$ cat src/rtl/fdcr_defs.vh
// Constants for the floppy controller host register bank.
// Assumes inclusion by fdcr_regs.v only.
`ifndef FDCR_DEFS_VH
`define FDCR_DEFS_VH
// ----------------------------------------------------------------
// Register indices and byte addresses
// ----------------------------------------------------------------
`define FDCR_IDX_STA      3'h0
`define FDCR_IDX_STB      3'h1
`define FDCR_IDX_DOC      3'h2
`define FDCR_IDX_TAPE     3'h3
`define FDCR_IDX_RATE     3'h4
`define FDCR_IDX_FIFO     3'h5
`define FDCR_IDX_CCTL     3'h7
`define FDCR_ADDR_CFG     5'h18
// ----------------------------------------------------------------
// Field positions and values
// ----------------------------------------------------------------
`define FDCR_RATE_SWRST   7
`define FDCR_RATE_PDOWN   6
`define FDCR_DOC_DMAEN    3
`define FDCR_CMD_LOCK     7'h14
`define FDCR_CMD_SENSE    8'h04
`define FDCR_CMD_CONFIG   8'h13
`define FDCR_ST0_INVALID  8'h80
`define FDCR_MS_RQM       8'h80
`define FDCR_MS_DIO       8'h40
`define FDCR_MS_BUSY      8'h10
`define FDCR_PRE_OFF      3'h7
`define FDCR_PRE_STEP_PS  41670
`define FDCR_PRE_TAPE_PS  20800
`define FDCR_RATE_RST     2'h2
`define FDCR_RESP_OKAY    2'h0
`define FDCR_RESP_SLVERR  2'h2
`endif

$ cat src/rtl/fdcr_regs.v
// Host register bank of a floppy disk controller behind an AXI4-Lite slave.
// Assumes drive pins are synchronous to aclk; one read and one write at a time.
//
// Decided for this implementation: the AXI4-Lite register port.
`timescale 1ns/1ps
`default_nettype none
`include "fdcr_defs.vh"

// Behaviour
// lock command echoes lock flag at D4
// sense drive status returns status three
// undefined command gives 80h, goes standby
// offsets 0,1 read, 2 write, 3 both
// offsets 4, 5, 7 split by direction
// mode one status A bits 7..4
// mode one status A bits 3..0
// mode two status A bits 7..4
// mode two status A bits 3..0
// mode one status B data toggles
// mode one status B select, gate, motors
// mode two status B drive, selects
// mode two status B latched inverted copies
// output register write-only, master reset clears
// tape register two bits unless three-mode
// three-mode media and boot bits mirrored
// drive-type pair chosen by last select
// tape select maps logical drive 1..3
// rate follows latest rate or control write
// rate bit 7 issues software reset
// rate bit 6 selects power-down
// rate bits 4..2 set precompensation
// rate code sets reduced write current
// FIFO disabled after reset, configure enables
// software reset bit clears itself
module fdcr_regs #(
  parameter FIFO_THR_W = 4
) (
  input  wire        aclk,
  input  wire        aresetn,
  input  wire        master_reset_in,
  input  wire [4:0]  s_axi_awaddr,
  input  wire        s_axi_awvalid,
  output wire        s_axi_awready,
  input  wire [31:0] s_axi_wdata,
  input  wire [3:0]  s_axi_wstrb,
  input  wire        s_axi_wvalid,
  output wire        s_axi_wready,
  output reg  [1:0]  s_axi_bresp,
  output reg         s_axi_bvalid,
  input  wire        s_axi_bready,
  input  wire [4:0]  s_axi_araddr,
  input  wire        s_axi_arvalid,
  output wire        s_axi_arready,
  output reg  [31:0] s_axi_rdata,
  output reg  [1:0]  s_axi_rresp,
  output reg         s_axi_rvalid,
  input  wire        s_axi_rready,
  input  wire        compat_mode_two,
  input  wire        three_speed_enable,
  input  wire [7:0]  cfg_reg_f1,
  input  wire [7:0]  cfg_reg_f2,
  input  wire        disk_irq,
  input  wire        dma_req,
  input  wire        second_unit_absent,
  input  wire        step_n,
  input  wire        track_zero_in,
  input  wire        head_n,
  input  wire        index_in,
  input  wire        write_protect_n,
  input  wire        dir_in,
  input  wire        write_data_out,
  input  wire        read_data_in,
  input  wire        write_gate_n,
  input  wire        motor_a_out,
  input  wire        motor_b_out,
  input  wire        unit_a_select_out,
  input  wire        unit_b_select_out,
  input  wire        unit_c_select,
  input  wire        unit_d_select,
  output reg  [7:0]  drive_output_control,
  output reg         soft_reset,
  output reg         power_down,
  output reg  [2:0]  write_shift_delay,
  output reg         precomp_off,
  output reg  [1:0]  rate_code,
  output reg         reduced_write_current,
  output reg         fifo_enable,
  output reg  [FIFO_THR_W-1:0] fifo_threshold,
  output reg         standby,
  output reg         lock_flag
);

  // ----------------------------------------------------------------
  // AXI write channel
  // ----------------------------------------------------------------
  reg        aw_hold_reg;
  reg  [4:0] aw_addr_reg;
  reg        w_hold_reg;
  reg  [7:0] w_data_reg;
  reg        w_lane_reg;
  wire       wr_go = aw_hold_reg & w_hold_reg & ~s_axi_bvalid;
  wire [2:0] wr_idx = aw_addr_reg[4:2];
  wire       wr_lo = (aw_addr_reg[4:2] != 3'h6) & w_lane_reg;

  assign s_axi_awready = ~aw_hold_reg;
  assign s_axi_wready  = ~w_hold_reg;

  always @(posedge aclk) begin
    if (!aresetn) begin
      aw_hold_reg  <= 1'b0;
      aw_addr_reg  <= 5'h00;
      w_hold_reg   <= 1'b0;
      w_data_reg   <= 8'h00;
      w_lane_reg   <= 1'b0;
      s_axi_bvalid <= 1'b0;
      s_axi_bresp  <= `FDCR_RESP_OKAY;
    end else begin
      if (s_axi_awvalid && !aw_hold_reg) begin
        aw_hold_reg <= 1'b1;
        aw_addr_reg <= s_axi_awaddr;
      end
      if (s_axi_wvalid && !w_hold_reg) begin
        w_hold_reg <= 1'b1;
        w_data_reg <= s_axi_wdata[7:0];
        w_lane_reg <= s_axi_wstrb[0];
      end
      if (wr_go) begin
        aw_hold_reg  <= 1'b0;
        w_hold_reg   <= 1'b0;
        s_axi_bvalid <= 1'b1;
        s_axi_bresp  <= (aw_addr_reg[4:2] == 3'h6) ? `FDCR_RESP_SLVERR : `FDCR_RESP_OKAY;
      end else if (s_axi_bvalid && s_axi_bready) begin
        s_axi_bvalid <= 1'b0;
      end
    end
  end

  // ----------------------------------------------------------------
  // Pin edge trackers
  // ----------------------------------------------------------------
  reg wd_prev_reg;
  reg rd_prev_reg;
  reg wd_tog_reg;
  reg rd_tog_reg;
  reg wd_ff_reg;
  reg rd_ff_reg;
  reg we_ff_reg;
  reg step_ff_reg;
  wire wd_rise = write_data_out & ~wd_prev_reg;
  wire rd_rise = read_data_in & ~rd_prev_reg;

  always @(posedge aclk) begin
    if (!aresetn) begin
      wd_prev_reg <= 1'b0;
      rd_prev_reg <= 1'b0;
      wd_tog_reg  <= 1'b0;
      rd_tog_reg  <= 1'b0;
      wd_ff_reg   <= 1'b0;
      rd_ff_reg   <= 1'b0;
      we_ff_reg   <= 1'b0;
      step_ff_reg <= 1'b0;
    end else begin
      wd_prev_reg <= write_data_out;
      rd_prev_reg <= read_data_in;
      // toggle on rising edges
      if (wd_rise)
        wd_tog_reg <= ~wd_tog_reg;
      if (rd_rise)
        rd_tog_reg <= ~rd_tog_reg;
      // latched on write data and read data rising edges
      if (wd_rise)
        wd_ff_reg <= ~write_data_out;
      if (rd_rise)
        rd_ff_reg <= ~read_data_in;
      // Latch is set by an active gate or step
      if (!write_gate_n)
        we_ff_reg <= 1'b1;
      else if (wd_rise)
        we_ff_reg <= 1'b0;
      if (!step_n)
        step_ff_reg <= 1'b1;
      else if (wr_go && wr_lo && wr_idx == `FDCR_IDX_DOC)
        step_ff_reg <= 1'b0;
    end
  end

  // ----------------------------------------------------------------
  // Control registers and command bytes
  // ----------------------------------------------------------------
  reg  [1:0] tape_sel_reg;
  reg  [1:0] last_drive_reg;
  reg  [7:0] result_reg;
  reg        result_valid_reg;
  reg  [1:0] cmd_state_reg;
  reg  [7:0] cmd_byte_reg;
  reg        precomp_bit_reg;

  localparam ST_IDLE   = 2'h0;
  localparam ST_SENSE  = 2'h1;
  localparam ST_CFG1   = 2'h2;
  localparam ST_CFG2   = 2'h3;

  function [7:0] st3_byte;
    input [2:0] sel;
    begin
      st3_byte = {1'b0, ~write_protect_n, 1'b1, ~track_zero_in, 1'b1, sel};
    end
  endfunction

  wire fifo_wr = wr_go && wr_lo && wr_idx == `FDCR_IDX_FIFO;
  wire       rd_go = s_axi_arvalid & ~s_axi_rvalid;
  wire       rd_fifo_go = rd_go && s_axi_araddr[4:2] == `FDCR_IDX_FIFO;

  always @(posedge aclk) begin
    if (!aresetn || master_reset_in) begin
      // master reset clears
      drive_output_control  <= 8'h00;
      tape_sel_reg          <= 2'h0;
      last_drive_reg        <= 2'h0;
      soft_reset            <= 1'b0;
      power_down            <= 1'b0;
      write_shift_delay     <= 3'h0;
      precomp_off           <= 1'b0;
      rate_code             <= `FDCR_RATE_RST;
      reduced_write_current <= 1'b0;
      // FIFO off after reset
      fifo_enable           <= 1'b0;
      fifo_threshold        <= {FIFO_THR_W{1'b0}};
      standby               <= 1'b0;
      lock_flag             <= 1'b0;
      result_reg            <= 8'h00;
      result_valid_reg      <= 1'b0;
      cmd_state_reg         <= ST_IDLE;
      cmd_byte_reg          <= 8'h00;
      precomp_bit_reg       <= 1'b0;
    end else begin
      // reset pulse self-clears
      soft_reset <= 1'b0;
      // Read clears the pending result; a new result in the same cycle wins
      if (rd_fifo_go)
        result_valid_reg <= 1'b0;
      if (wr_go && wr_lo) begin
        case (wr_idx)
          // output register write
          `FDCR_IDX_DOC: begin
            drive_output_control <= w_data_reg;
            last_drive_reg       <= w_data_reg[1:0];
          end
          // tape drive assignment
          `FDCR_IDX_TAPE: tape_sel_reg <= w_data_reg[1:0];
          `FDCR_IDX_RATE: begin
            // software reset
            soft_reset        <= w_data_reg[`FDCR_RATE_SWRST];
            // power-down control
            power_down        <= w_data_reg[`FDCR_RATE_PDOWN];
            // precompensation code
            write_shift_delay <= w_data_reg[4:2];
            precomp_off       <= (w_data_reg[4:2] == `FDCR_PRE_OFF);
            // latest write sets rate
            rate_code         <= w_data_reg[1:0];
            // reduced write current
            reduced_write_current <= (w_data_reg[1] == w_data_reg[0]);
          end
          `FDCR_IDX_CCTL: begin
            // latest write sets rate
            rate_code       <= w_data_reg[1:0];
            reduced_write_current <= (w_data_reg[1] == w_data_reg[0]);
            precomp_bit_reg <= w_data_reg[2];
          end
          default: ;
        endcase
      end
      if (fifo_wr) begin
        standby <= 1'b0;
        case (cmd_state_reg)
          ST_IDLE: begin
            if (w_data_reg[6:0] == `FDCR_CMD_LOCK) begin
              // lock answer at D4
              lock_flag        <= w_data_reg[7];
              result_reg       <= {3'h0, w_data_reg[7], 4'h0};
              result_valid_reg <= 1'b1;
            end else if (w_data_reg == `FDCR_CMD_SENSE) begin
              cmd_state_reg <= ST_SENSE;
            end else if (w_data_reg == `FDCR_CMD_CONFIG) begin
              cmd_state_reg <= ST_CFG1;
            end else begin
              // invalid code result
              standby          <= 1'b1;
              result_reg       <= `FDCR_ST0_INVALID;
              result_valid_reg <= 1'b1;
            end
          end
          ST_SENSE: begin
            // status three result
            result_reg       <= st3_byte(w_data_reg[2:0]);
            result_valid_reg <= 1'b1;
            cmd_state_reg    <= ST_IDLE;
          end
          ST_CFG1: cmd_state_reg <= ST_CFG2;
          ST_CFG2: begin
            // configure enables FIFO
            fifo_enable    <= ~w_data_reg[5];
            fifo_threshold <= w_data_reg[FIFO_THR_W-1:0];
            cmd_state_reg  <= ST_IDLE;
          end
          default: cmd_state_reg <= ST_IDLE;
        endcase
      end
    end
  end

  // ----------------------------------------------------------------
  // Read mux and AXI read channel
  // ----------------------------------------------------------------
  reg  [7:0] rd_byte;
  reg  [1:0] rd_resp;
  wire [1:0] dt_pair = (last_drive_reg == 2'h0) ? cfg_reg_f2[1:0] :
                       (last_drive_reg == 2'h1) ? cfg_reg_f2[3:2] :
                       (last_drive_reg == 2'h2) ? cfg_reg_f2[5:4] : cfg_reg_f2[7:6];

  assign s_axi_arready = ~s_axi_rvalid;

  always @* begin
    rd_byte = 8'h00;
    rd_resp = `FDCR_RESP_OKAY;
    case (s_axi_araddr[4:2])
      `FDCR_IDX_STA: begin
        if (!compat_mode_two)
          // mode one status A
          rd_byte = {disk_irq, second_unit_absent, ~step_n, track_zero_in,
                     ~head_n, index_in, write_protect_n, dir_in};
        else
          // mode two status A
          rd_byte = {disk_irq, dma_req, ~step_ff_reg, ~track_zero_in,
                     head_n, ~index_in, ~write_protect_n, ~dir_in};
      end
      `FDCR_IDX_STB: begin
        if (!compat_mode_two)
          // mode one status B
          rd_byte = {2'h3, drive_output_control[0], wd_tog_reg, rd_tog_reg,
                     ~write_gate_n, ~motor_b_out, ~motor_a_out};
        else
          // mode two status B
          rd_byte = {second_unit_absent, unit_b_select_out, unit_a_select_out,
                     wd_ff_reg, rd_ff_reg, ~we_ff_reg, unit_d_select, unit_c_select};
      end
      `FDCR_IDX_TAPE: begin
        // tape register view
        if (three_speed_enable)
          rd_byte = {cfg_reg_f1[4], cfg_reg_f1[5], dt_pair,
                     cfg_reg_f1[7], cfg_reg_f1[6], tape_sel_reg};
        else
          rd_byte = {6'h00, tape_sel_reg};
      end
      // main status on read
      `FDCR_IDX_RATE: rd_byte = `FDCR_MS_RQM |
                                (result_valid_reg ? (`FDCR_MS_DIO | `FDCR_MS_BUSY) : 8'h00);
      `FDCR_IDX_FIFO: rd_byte = result_reg;
      `FDCR_IDX_CCTL: rd_byte = {1'b0, 3'h7, drive_output_control[`FDCR_DOC_DMAEN],
                                 precomp_bit_reg, rate_code};
      default: begin
        if (s_axi_araddr == `FDCR_ADDR_CFG)
          rd_byte = {standby, lock_flag, fifo_enable, power_down, 4'h0};
        else
          rd_resp = `FDCR_RESP_SLVERR;
      end
    endcase
  end

  always @(posedge aclk) begin
    if (!aresetn) begin
      s_axi_rvalid <= 1'b0;
      s_axi_rdata  <= 32'h00000000;
      s_axi_rresp  <= `FDCR_RESP_OKAY;
    end else if (rd_go) begin
      s_axi_rvalid <= 1'b1;
      s_axi_rdata  <= {24'h000000, rd_byte};
      s_axi_rresp  <= rd_resp;
    end else if (s_axi_rready) begin
      s_axi_rvalid <= 1'b0;
    end
  end

endmodule // fdcr_regs
`default_nettype wire

$ cat config.mk
export PLATFORM = sky130hd
export DESIGN_NAME = fdcr_regs
export DESIGN_NICKNAME = d
export VERILOG_FILES = /design/src/rtl/fdcr_regs.v
export VERILOG_INCLUDE_DIRS = /design/src /design/src/rtl
export SDC_FILE = /design/constraint.sdc
export NUM_CORES = 1
export LEC_CHECK = 0
export BUFFER_PORTS_ARGS = -buffer_cell sky130_fd_sc_hd__buf_4
export CORE_ASPECT_RATIO = 0.8
export CORE_MARGIN = 3
export CORE_UTILIZATION = 48
export DETAILED_ROUTE_END_ITERATION = 16
export GPL_TIMING_DRIVEN = 1
export PLACE_DENSITY = 0.85
export SLEW_MARGIN = 10
export SYNTH_ARGS = -nofsm -noshare
export SYNTH_HDL_FRONTEND = slang
export SYNTH_SLANG_ARGS = --single-unit
$ cat constraint.sdc
create_clock -name aclk -period 2.35 [get_ports aclk]
set_input_delay 0.5875 -clock aclk [delete_from_list [all_inputs] [get_ports aclk]]
set_output_delay 0.5875 -clock aclk [all_outputs]
set_load 0.03 [all_outputs]
==> flow_summary.ini <==
[outcome]
status = complete, no violations

[pwr]
clkPwrFrac = 0.385
p_sw_w = 0.000755
power.leakage_nw = 1.91
worst_ir_drop_vdd_mv = 0.346
powerDensity_nw_per_um2 = 616
switching_share = 0.276
p_int_w = 0.00198
pwr-share-comb = 0.146
p_seq_frac = 0.469

[sta]
hold_viol_final = 0
worst_slew_pin_slew_ns = 0.532
fin_ws_ns = 0.343
finalSetupViolCount = 0
post-route-min-period_ns = 2.01
finalSetupTns_ns = 0
slew_viol_final = 0
max_slew_margin = 0.636
rsz0062_at_grt = false
fmax_mhz = 498
finClkSkew_ns = 0.0113
period_share = 0.854

[placement]
hpwl_microns = 6910
place_congestion = 0.903
port_buffers = 95
post-place-cells = 573
post-place-ws_ns = 0.394

[floorplanning]
rows = 27
start_util = 0.504
pin_count = 155
fp.dieW_microns = 102
core_sq_um = 7030
chipHeight_microns = 82.9
die-area_sq_um = 8460

[run]
maxCapViolCount = 0

[clock_network]
hold_buffers = 0
insertion_delay_ns = 0.36
cts_buffers = 9
cts_root_buf = clkbuf_8
post-cts-setup-buffers = 0
htreeDepth = 3
cts_buffer_depth = 2
clock_sinks = 71
cts_tree = done
clkTransAtPathRegs_ns = 0.07
cts-resized-gates = 0

[yosys]
muxShareOfSynthArea = 0.0868
synth-xor-area-share = 0.0198
ys.flop_type = dfxtp_1
synth_seq_cells = 71
synth-compound-area-share = 0.166
ys_async_sr_fraction = 0
avgSynthCellArea_sq_um = 8.67
postSynthCellCount = 409
synthAdderAreaFrac = 0.00706
synth_cell_types = 59
synth_edf_count = 0
synth_warnings = 0
netlist_area_sq_um = 3540
synth.yosys.seq_area_share = 0.401
synth_top_family_by_area = simple AND/OR/NAND/NOR gates
synth-simple-area-share = 0.220

[routing]
drc = 0
wl_per_cell_microns = 16.2
wl_microns = 9530
via_per_inst = 5.66
drt_iter0_drc = 354
ant_nets = 0
num_vias = 3336
drtPass1Iterations = 5

[final_layout]
diodes = 0
finalNetCount = 589
drive_above_1_share = 0.263
register_area_sq_um = 1420
layout_commonest_cell = buf_4
layout_common_cells = 103 x buf_4, 71 x dfxtp_1, 52 x nand2_1
instances_no_fill = 589
synthToLayoutAreaGrowth_pct = 25.3
multi_input_comb_area_sq_um = 1870
fillers = 593

[setup_path]
critical_path_required_ns = 2.62
cp_max_fo = 11
worstSetupEndpointType = flop
worstSetupStartpointType = flop
path_class = flop to flop
critPathArrivalTime_ns = 2.28

[worst_hold_path]
hold_class = input pin to flop

[global_routing]
antenna_found_initial = 0
grt_pass1_vias = 3152
grt_pass1_wl_microns = 15000
grt_max_degree = 36
grt_overflow = 0
track_usage = 0.222
[worst paths after layout]
path,startpoint,end,slack [ns],cells after the start
worst min-delay path,write_gate_n,we_ff_reg,0.43,2
worst max-delay path,w_hold_reg,standby,0.34,4
worst min register to register,drive_output_control[6],drive_output_control[6],0.47,2
worst max register to register,w_hold_reg,standby,0.34,4
[kinds of logic (layout without fill, tap and decap cells)]
kind of cell	count (synthesis)	count (layout)
flip-flops	71	71
multiplexers	28	28
AO/OA/AOI/OAI	88	88
adder cells (fa/ha/maj)	2	2
buffers and inverters	64	132
AND/OR/NAND/NOR	147	147
other	1	26
XOR/XNOR	8	8
[power by group through the flow]
stage	registers [W]	logic, W	clock network [W]
finish	0.00128	0.000401	0.00105
global route	0.00129	0.000432	0.00111
CTS	0.00128	0.000397	0.00106
detailed placement	0.00131	0.000394	0
global placement	0.00131	0.000385	0
floorplan	0.00132	0.000264	0
[layer usage]
layer,global-route usage,share of wire,vias to the layer above
li1,-,-,1554
met1,0.278,0.42,1561
met2,0.353,0.46,186
met3,0.0663,0.097,35
met4,0.0918,0.026,0
met5,0,0,-
[per-stage QoR]
stage               hold slack, ns  power [W]   util  cell area (sq um)
finish                       0.433    0.00274  0.632               4440
global route                 0.440    0.00283  0.632               4440
CTS                          0.417    0.00274  0.632               4440
detailed placement           0.458    0.00170  0.601               4220
global placement             0.445    0.00169  0.601               4220
floorplan                    0.440    0.00158      -               3640
[final cells by class]
type | instances | share of cell area
Sequential cell | 71 | 0.320
Clock inverter | 4 | 0.0118
Tap cell | 87 | 0.0245
Inverter | 13 | 0.0110
Timing Repair Buffer | 103 | 0.174
Multi-Input combinational cell | 299 | 0.421
Clock buffer | 12 | 0.0372
[synth_stat cells (3+ instances only)]
cell | count | share of area
and3_1 | 4 | 0.0071
nor3b_1 | 3 | 0.0064
o211ai_1 | 3 | 0.0064
a31oi_1 | 4 | 0.0071
a211o_1 | 4 | 0.0099
a31o_1 | 4 | 0.0099
a311oi_1 | 3 | 0.0074
nor4_1 | 3 | 0.0053
mux2i_1 | 24 | 0.068
clkbuf_1 | 19 | 0.020
xnor2_1 | 6 | 0.015
a21oi_1 | 20 | 0.028
a21boi_0 | 12 | 0.025
a211oi_1 | 3 | 0.0064
dfxtp_1 | 71 | 0.40
nand3_1 | 9 | 0.013
nor3_1 | 4 | 0.0056
buf_4 | 26 | 0.055
o31ai_1 | 4 | 0.0085
nand2_1 | 52 | 0.055
nand3b_1 | 7 | 0.015
nor2_1 | 25 | 0.026
buf_1 | 4 | 0.0042
inv_1 | 13 | 0.014
nor2b_1 | 8 | 0.014
nand2b_1 | 10 | 0.018
o21ai_0 | 18 | 0.025
and2_1 | 6 | 0.011
[critical path, stage by stage, from the launching register on]
cell,delay [ns]
dfxtp_1,0.45
nand4b_4,0.17
or4_4,0.59
or4_4,0.56
a21oi_1,0.16
Power figures use the tool's default switching activity.
